==> config.mk <==
export PLATFORM = sky130hd
export DESIGN_NAME = cmpev_top
export DESIGN_NICKNAME = d
export VERILOG_FILES = /design/src/cmpev_pkg.sv /design/src/cmpev_edge.sv /design/src/cmpev_top.sv
export VERILOG_INCLUDE_DIRS = /design/src /design/src/src
export SDC_FILE = /design/constraint.sdc
export NUM_CORES = 1
export LEC_CHECK = 0
export ABC_CLOCK_PERIOD_IN_PS = 1400
export BUFFER_PORTS_ARGS = -buffer_cell sky130_fd_sc_hd__buf_4
export CAP_MARGIN = 20
export CORE_UTILIZATION = 37
export CTS_BUF_LIST = sky130_fd_sc_hd__clkbuf_2 sky130_fd_sc_hd__clkbuf_4 sky130_fd_sc_hd__clkbuf_8
export CTS_CLUSTER_DIAMETER = 60
export CTS_CLUSTER_SIZE = 24
export DETAILED_ROUTE_END_ITERATION = 7
export PLACE_DENSITY = 0.65
export SLEW_MARGIN = 20
export SYNTH_ARGS = -nofsm -noshare
export SYNTH_HDL_FRONTEND = slang
export SYNTH_HIERARCHICAL = 1
export SYNTH_SLANG_ARGS = --single-unit
==> constraint.sdc <==
create_clock -name core_clk -period 1.4 [get_ports core_clk]
set_clock_uncertainty 0.05 [all_clocks]
set_input_delay 0.28 -clock core_clk [delete_from_list [all_inputs] [get_ports core_clk]]
set_output_delay 0.28 -clock core_clk [all_outputs]
set_load 0.02 [all_outputs]
==> src/cmpev_cfg.svh <==
// offsets, bit positions, reset values and timing for the comparator event block
`ifndef CMPEV_CFG_SVH
`define CMPEV_CFG_SVH

`define CMPEV_ADDR_W          4
`define CMPEV_CTRL_OFFSET     4'h0
`define CMPEV_IRQ_STAT_OFFSET 4'h4
`define CMPEV_IRQ_MASK_OFFSET 4'h8

`define CMPEV_BIT_PWR_OFF     7
`define CMPEV_BIT_RESV6       6
`define CMPEV_BIT_RESULT      5
`define CMPEV_BIT_FLAG        4
`define CMPEV_BIT_IRQ_EN      3
`define CMPEV_BIT_RESV2       2
`define CMPEV_BIT_MODE_HI     1
`define CMPEV_BIT_MODE_LO     0

`define CMPEV_CTRL_RESET      8'h00
`define CMPEV_CTRL_WR_MASK    8'h8B
`define CMPEV_IRQ_RESET       2'h0

// irq status bits: 0 comparator event, 1 vector entry
`define CMPEV_IRQ_W           2
`define CMPEV_IRQ_EVENT       0
`define CMPEV_IRQ_VECTOR      1

// comparator output settles after power-up before edges count
`define CMPEV_SETTLE_NS       50
`define CMPEV_CLK_NS          10
`define CMPEV_SETTLE_CYC      ((`CMPEV_SETTLE_NS + `CMPEV_CLK_NS - 1) / `CMPEV_CLK_NS)

`endif

==> src/cmpev_pkg.sv <==
// types for the comparator event block
package cmpev_pkg;

  typedef enum logic [1:0] {
    CMPEV_MODE_TOGGLE  = 2'h0,
    CMPEV_MODE_RESV    = 2'h1,
    CMPEV_MODE_FALLING = 2'h2,
    CMPEV_MODE_RISING  = 2'h3
  } cmpev_mode_e;

  typedef enum logic [2:0] {
    CMPEV_ST_OFF    = 3'h1,
    CMPEV_ST_SETTLE = 3'h2,
    CMPEV_ST_RUN    = 3'h4
  } cmpev_state_e;

endpackage : cmpev_pkg

==> src/cmpev_edge.sv <==
// comparator result synchroniser and transition detector
`timescale 1ns/100ps
`default_nettype none

module cmpev_edge (
  input  wire logic core_clk,
  input  wire logic reset,
  input  wire logic raw_in,
  output logic      level,
  output logic      rise,
  output logic      fall
);

  logic sync1_reg;
  logic sync2_reg;
  logic prev_reg;

  // two stages before any logic reads the analog output
  always_ff @(posedge core_clk) begin
    if (reset) begin
      sync1_reg <= 1'b0;
      sync2_reg <= 1'b0;
      prev_reg  <= 1'b0;
    end else begin
      sync1_reg <= raw_in;
      sync2_reg <= sync1_reg;
      prev_reg  <= sync2_reg;
    end
  end

  assign level = sync2_reg;
  assign rise  = sync2_reg & ~prev_reg;
  assign fall  = ~sync2_reg & prev_reg;

endmodule : cmpev_edge

`default_nettype wire

==> src/cmpev_top.sv <==
// comparator control/status register, event flag and interrupt logic
`timescale 1ns/100ps
`default_nettype none
`include "cmpev_cfg.svh"

module cmpev_top (
  input  wire logic                     core_clk,
  input  wire logic                     reset,
  input  wire logic [`CMPEV_ADDR_W-1:0] reg_addr,
  input  wire logic [7:0]               reg_wdata,
  input  wire logic                     reg_write,
  input  wire logic                     reg_read,
  output logic      [7:0]               reg_rdata,
  input  wire logic                     comparator_out,
  input  wire logic                     global_irq_enable,
  input  wire logic                     vector_ack,
  output logic                          comparator_power_off,
  output logic                          comparator_irq_req,
  output logic                          irq
);

  logic                    pwr_off_reg;
  logic                    pwr_off_next;
  logic                    flag_reg;
  logic                    flag_next;
  logic                    irq_en_reg;
  logic                    irq_en_next;
  logic [1:0]              mode_reg;
  logic [1:0]              mode_next;
  logic [`CMPEV_IRQ_W-1:0] istat_reg;
  logic [`CMPEV_IRQ_W-1:0] istat_next;
  logic [`CMPEV_IRQ_W-1:0] imask_reg;
  logic [`CMPEV_IRQ_W-1:0] imask_next;
  logic [7:0]              rdata_reg;
  logic [7:0]              rdata_next;
  logic                    req_reg;
  logic                    irq_reg;
  logic                    pwr_pin_reg;
  logic [2:0]              cnt_reg;
  logic [2:0]              cnt_next;
  cmpev_pkg::cmpev_state_e state_reg;
  cmpev_pkg::cmpev_state_e state_next;

  wire logic       level;
  wire logic       rise;
  wire logic       fall;
  wire logic       sel_ctrl;
  wire logic       sel_stat;
  wire logic       sel_mask;
  wire logic       wr_ctrl;
  wire logic       wr_stat;
  wire logic       wr_mask;
  wire logic       running;
  wire logic       event_hit;
  wire logic       flag_clear;
  wire logic [7:0] ctrl_view;
  wire logic [7:0] rd_mux;

  function automatic logic mode_match(input logic [1:0] mode,
                                      input logic       up,
                                      input logic       down);
    case (mode)
      cmpev_pkg::CMPEV_MODE_TOGGLE:  mode_match = up | down;
      cmpev_pkg::CMPEV_MODE_FALLING: mode_match = down;
      cmpev_pkg::CMPEV_MODE_RISING:  mode_match = up;
      default:                       mode_match = 1'b0;
    endcase
  endfunction

  cmpev_edge u_edge (
    .core_clk (core_clk),
    .reset    (reset),
    .raw_in   (comparator_out),
    .level    (level),
    .rise     (rise),
    .fall     (fall)
  );

  // address decode
  assign sel_ctrl = (reg_addr == `CMPEV_CTRL_OFFSET);
  assign sel_stat = (reg_addr == `CMPEV_IRQ_STAT_OFFSET);
  assign sel_mask = (reg_addr == `CMPEV_IRQ_MASK_OFFSET);
  assign wr_ctrl  = reg_write & sel_ctrl;
  assign wr_stat  = reg_write & sel_stat;
  assign wr_mask  = reg_write & sel_mask;

  // power state: edges are ignored while off and while output settles
  always_comb begin
    state_next = state_reg;
    cnt_next   = cnt_reg;
    case (state_reg)
      cmpev_pkg::CMPEV_ST_OFF: begin
        if (!pwr_off_reg) begin
          state_next = cmpev_pkg::CMPEV_ST_SETTLE;
          cnt_next   = 3'h0;
        end
      end
      cmpev_pkg::CMPEV_ST_SETTLE: begin
        if (pwr_off_reg) begin
          state_next = cmpev_pkg::CMPEV_ST_OFF;
        end else if (cnt_reg == 3'(`CMPEV_SETTLE_CYC - 1)) begin
          state_next = cmpev_pkg::CMPEV_ST_RUN;
        end else begin
          cnt_next = cnt_reg + 3'h1;
        end
      end
      cmpev_pkg::CMPEV_ST_RUN: begin
        if (pwr_off_reg) begin
          state_next = cmpev_pkg::CMPEV_ST_OFF;
        end
      end
      default: begin
        state_next = cmpev_pkg::CMPEV_ST_OFF;
      end
    endcase
  end

  assign running = (state_reg == cmpev_pkg::CMPEV_ST_RUN);

  assign event_hit  = running & mode_match(mode_reg, rise, fall);
  assign flag_clear = vector_ack |
                      (wr_ctrl & reg_wdata[`CMPEV_BIT_FLAG]);

  assign flag_next = event_hit ? 1'b1 : (flag_clear ? 1'b0 : flag_reg);

  assign pwr_off_next = wr_ctrl ? reg_wdata[`CMPEV_BIT_PWR_OFF] : pwr_off_reg;
  assign irq_en_next  = wr_ctrl ? reg_wdata[`CMPEV_BIT_IRQ_EN] : irq_en_reg;
  assign mode_next    = wr_ctrl ?
                        reg_wdata[`CMPEV_BIT_MODE_HI:`CMPEV_BIT_MODE_LO] :
                        mode_reg;

  // sticky status, write one to clear, set wins
  assign istat_next = ({event_hit, vector_ack} == 2'h0 ? istat_reg :
                       istat_reg) & ~(wr_stat ? reg_wdata[1:0] : 2'h0)
                      | {vector_ack, event_hit};
  assign imask_next = wr_mask ? reg_wdata[1:0] : imask_reg;

  assign ctrl_view = {pwr_off_reg, 1'b0, level, flag_reg,
                      irq_en_reg, 1'b0, mode_reg};

  assign rd_mux = sel_ctrl ? ctrl_view :
                  sel_stat ? {6'h00, istat_reg} :
                  sel_mask ? {6'h00, imask_reg} :
                  8'h00;
  assign rdata_next = reg_read ? rd_mux : 8'h00;

  always_ff @(posedge core_clk) begin
    if (reset) begin
      pwr_off_reg <= 1'b0;
      flag_reg    <= 1'b0;
      irq_en_reg  <= 1'b0;
      mode_reg    <= 2'h0;
      istat_reg   <= `CMPEV_IRQ_RESET;
      imask_reg   <= `CMPEV_IRQ_RESET;
      rdata_reg   <= 8'h00;
      state_reg   <= cmpev_pkg::CMPEV_ST_SETTLE;
      cnt_reg     <= 3'h0;
    end else begin
      pwr_off_reg <= pwr_off_next;
      flag_reg    <= flag_next;
      irq_en_reg  <= irq_en_next;
      mode_reg    <= mode_next;
      istat_reg   <= istat_next;
      imask_reg   <= imask_next;
      rdata_reg   <= rdata_next;
      state_reg   <= state_next;
      cnt_reg     <= cnt_next;
    end
  end

  // outputs come straight from flops; loaded from the next-state values, so they change in the same cycle as the state
  always_ff @(posedge core_clk) begin
    if (reset) begin
      req_reg     <= 1'b0;
      irq_reg     <= 1'b0;
      pwr_pin_reg <= 1'b0;
    end else begin
      req_reg     <= flag_next & irq_en_next & global_irq_enable;
      irq_reg     <= |(istat_next & imask_next);
      pwr_pin_reg <= pwr_off_next;
    end
  end

  assign reg_rdata            = rdata_reg;
  assign comparator_irq_req   = req_reg;
  assign irq                  = irq_reg;
  assign comparator_power_off = pwr_pin_reg;

endmodule : cmpev_top

`default_nettype wire

### Word level (Yosys, flattened, before mapping)

Index checks and enable logic that the tools add are counted.

| storage, ports and cells | value |
|---|---|
| output and inout port bits | 11 |
| input port bits | 19 |
| word-level logic and storage cells | 73 |
| register bits after elaboration | 28 |

| operators by class | value |
|---|---|
| multiplexer cells | 18 |
| reduce and logical (&&, ||, !) cells | 8 |
| bitwise logic cells | 18 |
| equal/unequal tests | 13 |
| add/sub/neg operators | 1 |

Operator list:

| cell | count |
|---|---|
| $mux 3 | 7 |
| $and 1x1->1 | 9 |
| $pmux 3 s3 | 1 |
| $mux 2 | 4 |
| $mux 8 | 1 |
| $ne 2x2->1 const B | 4 |
| $eq 3x3->1 const B | 2 |
| $pmux 3 s2 | 1 |
| $and 2x2->2 | 2 |
| $eq 2x2->1 const B | 2 |
| $eq 4x3->1 const B | 1 |
| $eq 4x4->1 const B | 1 |
| $logic_not 4->1 | 1 |
| $reduce_and 4->1 | 1 |
| $reduce_or 2->1 | 2 |
| $reduce_or 4->1 | 1 |
| $add 3x1->3 const B | 1 |
| $eq 3x1->1 const B | 1 |
| $eq 3x2->1 const B | 1 |
| $mux 1 | 3 |
| $ne 3x3->1 const B | 1 |
| $not 1->1 | 3 |
| $pmux 1 s3 | 1 |
| $reduce_and 3->1 | 1 |
| 5 further kinds | 6 |

### Longest topological paths before layout

| logic depth | value |
|---|---|
| depth after elaboration | 8 |
| gate-level depth with buffers | 6 |
| mapped depth without buffers | 6 |

### Hierarchy

The synthesis kept the hierarchy.

Modules (own cells, without submodules):

| module | area an instance (um^2) | sequential area each (um^2) | times used | cells an instance |
|---|---|---|---|---|
| cmpev_top | 1021.0 | 460.4 | 1 | 116 |
| cmpev_edge | 91.3 | 60.1 | 1 | 8 |

### Worst setup path after synthesis

Ideal clock, no wire load.

| timing path | value |
|---|---|
| path type | register -> register |
| from | register u_edge.sync2_reg, in the netlist u_edge/level |
| to | register req_reg, in the netlist comparator_irq_req |
| path buffers | 0 |
| stages on the path, launching flop included | 6 |
| data required time | 1263 ps |
| library setup time | 87 ps |
| arrival time | 1263 ps |
| slack | 0 ps |
| clock period less this slack | 1400 ps |
| cells stage by stage | dfxtp_1 -> nor2b_1 -> or2b_1 -> a221oi_2 -> a31oi_1 -> nor4b_2 |

| between the ends | value |
|---|---|
| elaborated cells between the ends (all ways) | 9 |
| those cells by class | mux (2); bitwise (7) |

RTL lines:

| what | line | text |
|---|---|---|
| start, declared | cmpev_edge.sv:15 | `logic sync2_reg;` |
| start signal, assigned | cmpev_edge.sv:26 | `sync2_reg <= sync1_reg;` |
| $and 1x1->1 (*) | cmpev_edge.sv:32 | `assign rise = sync2_reg & ~prev_reg;` |
| named net rise | cmpev_top.sv:45 | `wire logic rise;` |
| $or 1x1->1 | cmpev_top.sv:63 | `cmpev_pkg::CMPEV_MODE_TOGGLE: mode_match = up \| down;` |
| $pmux 1 s3 (*) | cmpev_top.sv:62 | `case (mode)` |
| $and 1x1->1 (*) | cmpev_top.sv:120 | `assign event_hit = running & mode_match(mode_reg, rise, fall);` |
| $mux 1 (*) | cmpev_top.sv:124 | `assign flag_next = event_hit ? 1'b1 : (flag_clear ? 1'b0 : flag_reg);` |
| $and 1x1->1 (*) (2 in series) | cmpev_top.sv:178 | `req_reg <= flag_next & irq_en_next & global_irq_enable;` |
| end signal, assigned | cmpev_top.sv:178 |  |
| end, declared | cmpev_top.sv:36 | `logic req_reg;` |

Mark *: on every way through the listed nets, which the timed path passes. The rest lies on a longest branch.
A chain may end at the register's enable or synchronous reset.

### Worst setup path in the final report

Same ends and word-level chain as after synthesis.

==> results.sh <==
export IMPL_crit_fanout=2
export IMPL_synth_distinct_cells=34
export IMPL_clk_pin_slew_ns=0.13
export IMPL_die_x_um=56.8
export IMPL_hold_viol=0
export IMPL_synth_top_area_share_pct=46.8
export IMPL_period_share_pct=105
export IMPL_ys_seq_area_share_pct=46.8
export IMPL_vias=967
export IMPL_drt_antenna_violating_nets=0
export IMPL_timing_fmax_mhz=682
export IMPL_cp_required_ns=1.59
export IMPL_largest_reg_flops=6
export IMPL_syn2layout_area_growth_pct=34.3
export IMPL_syn_avg_cell_area_um2=8.97
export IMPL_io_buffers=24
export IMPL_hp_class="primary input to flop"
export IMPL_cp_arrival_ns=1.66
export IMPL_end_kind="flop"
export IMPL_clk_path_buf_depth=2
export IMPL_cts_hold_buf=0
export IMPL_yosysWarnings=6
export IMPL_drt_total_wl_um=2350
export IMPL_route_detailed_drc=3
export IMPL_clock_sinks=26
export IMPL_layout_drive_gt1_share_pct=35.8
export IMPL_cts_buffers=3
export IMPL_synth_xor_area_share_pct=0.787
export IMPL_synth_mux_area_share_pct=5.51
export IMPL_syn_inst=124
export IMPL_nFillCells=282
export IMPL_fp_dieH_um=56.8
export IMPL_nets=184
export IMPL_p_leak_nw=0.658
export IMPL_hold_ws_ns=0.119
export IMPL_drtIter0Drc=29
export IMPL_hpwl_um=1810
export IMPL_syn_cell_area_mm2=0.00111
export IMPL_diodes=0
export IMPL_period_needed_ns=1.47
export IMPL_core_mm2=0.00281
export IMPL_initial_core_util_pct=39.7
export IMPL_synth_seq_cells=26
export IMPL_setup_ws_ns=-0.0660
export IMPL_first_global_vias=961
export IMPL_synth_fa_ha_area_share_pct=2.25
export IMPL_viasPerCell=5.01
export IMPL_finalMaxSlewViolations=0
export IMPL_cts_max_level=1
export IMPL_grt_overflow_total=0
export IMPL_grt_total_usage_pct=15.9
export IMPL_yosys_area_top_type="dfxtp_1"
export IMPL_start_kind="flop"
export IMPL_worstSkewPairLatency_ns=0.31
export IMPL_ios=30
export IMPL_post_place_ws_ns=-0.103
export IMPL_rows=19
export IMPL_max_cap_violations=0
export IMPL_status="finished with violations"
export IMPL_synth_simple_area_share_pct=27.7
export IMPL_ir_worst_vdd_mv=0.611
export IMPL_setup_worst_path_class="flop to flop"
export IMPL_ys_flop_type="dfxtp_1"
export IMPL_synth_compound_area_share_pct=11.1
export IMPL_dp_cells=188
export IMPL_fin_util_pct=53.3
export IMPL_gp_congestion=0.774
export IMPL_antenna_found_initial=0
export IMPL_wl_per_cell_um=12.2
export IMPL_finalSetupTns_ns=-0.106
export IMPL_first_pass_iters=6
export IMPL_cts_tree="built"
export IMPL_synth_top_family_by_area="simple AND/OR/NAND/NOR gates"
export IMPL_dieArea_mm2=0.00323
export IMPL_yosys_top_cells_area="dfxtp_1, nor2b_1, a21oi_1"
export IMPL_cts_root_buf="clkbuf_4"
export IMPL_setup_viol=2
export IMPL_grt_max_degree=15
export IMPL_rsz0062_at_grt="true"
export IMPL_fin_cells=193
export IMPL_violations="design-rule violations, negative setup slack"
export IMPL_ys_async_sr_fraction_pct=0
export IMPL_grt_pass1_wl_um=3980
export IMPL_powerDensity_mw_per_mm2=1240
export IMPL_synth_edf_count=0
==> final timing paths <==
kind / slack (ns) / cells after the start / startpoint / to
max reg2reg: -0.07 / 5 / u_edge/level$_SDFF_PP0_ / comparator_irq_req$_SDFF_PP0_
min reg2reg: 0.41 / 1 / u_edge/sync1_reg$_SDFF_PP0_ / u_edge/level$_SDFF_PP0_
min: 0.12 / 2 / comparator_out / u_edge/sync1_reg$_SDFF_PP0_
max: -0.07 / 5 / u_edge/level$_SDFF_PP0_ / comparator_irq_req$_SDFF_PP0_
==> kinds of logic (layout without fill, tap and decap cells) <==
logic type,count (synthesis),count (layout)
flops,26,26
fa+ha+maj,2,2
mux,6,6
other cells,1,2
simple gates,56,56
buf+inv,12,49
xor+xnor,1,1
compound gates,20,20
==> cell usage in the layout (no fill, tap or decap), types with 2 or more instances in the layout <==
cell type | synthesis | layout
o21ai_0 | 2 | 2
nand3_1 | 5 | 5
clkbuf_4 | 0 | 3
nand4_1 | 3 | 3
dfxtp_1 | 26 | 23
nand2_1 | 10 | 10
inv_2 | 0 | 2
conb_1 | 1 | 2
dfxtp_2 | 0 | 3
a21oi_2 | 0 | 3
inv_1 | 7 | 5
buf_4 | 2 | 38
nor2b_1 | 10 | 9
nand4b_1 | 2 | 2
nor2_1 | 14 | 14
mux2i_1 | 5 | 5
nor3b_2 | 1 | 2
and2_1 | 3 | 3
a21oi_1 | 12 | 9
a21o_1 | 2 | 2
==> layout make-up <==
cell class | count | area [um2] | share of cell area (%)
Timing Repair Buffer | 38 | 285 | 19.1
Sequential cell | 26 | 524 | 35.1
Tap cell | 31 | 38.8 | 2.60
Multi-Input combinational cell | 87 | 583 | 39.0
Inverter | 7 | 26.3 | 1.76
Clock buffer | 4 | 36.3 | 2.43
==> cell usage after synthesis (all sizes together), types with 2 or more instances <==
cell / instances
a21oi: 12
and2: 3
nand3: 5
o21ai: 2
ha: 2
a21o: 2
nor2b: 10
nand2: 10
nand4b: 2
nand4: 3
mux2i: 5
buf: 4
inv: 7
nor3b: 2
dfxtp: 26
nor2: 14
==> critical path, stage by stage (launching register included) <==
cell and delay, ns:
dfxtp_2 0.35, nor2b_4 0.14, or2b_1 0.25, a221oi_2 0.25, a31oi_1 0.10, nor4b_2 0.25
==> metrics by stage <==
stage,area (um2),power [mW]
after global routing,1490,1.99
after CTS,1460,1.81
final,1490,1.86
after global placement,1400,1.35
after floorplan,1120,1.17
after detailed placement,1400,1.37
==> power by group <==
group,internal (mW),switching (mW)
logic,0.333,0.307
clock network,0.159,0.209
registers,0.810,0.0378
total,1.30,0.554
==> timing repair <==
item | 4_1_cts | 5_1_grt
pin swaps | 2 | 3
endpoints found under the setup margin | 3 | 4
resized for setup | 10 | 5
buffers inserted | 0 | 1
==> metal layers <==
layer / wire length [um] / global-route usage (%)
met4: 40 / 6.97
met3: 59 / 3.00
met5: 0 / 0
met2: 1220 / 28.4
met1: 1030 / 18.4
Note: power is estimated with default switching activity, not from simulation.
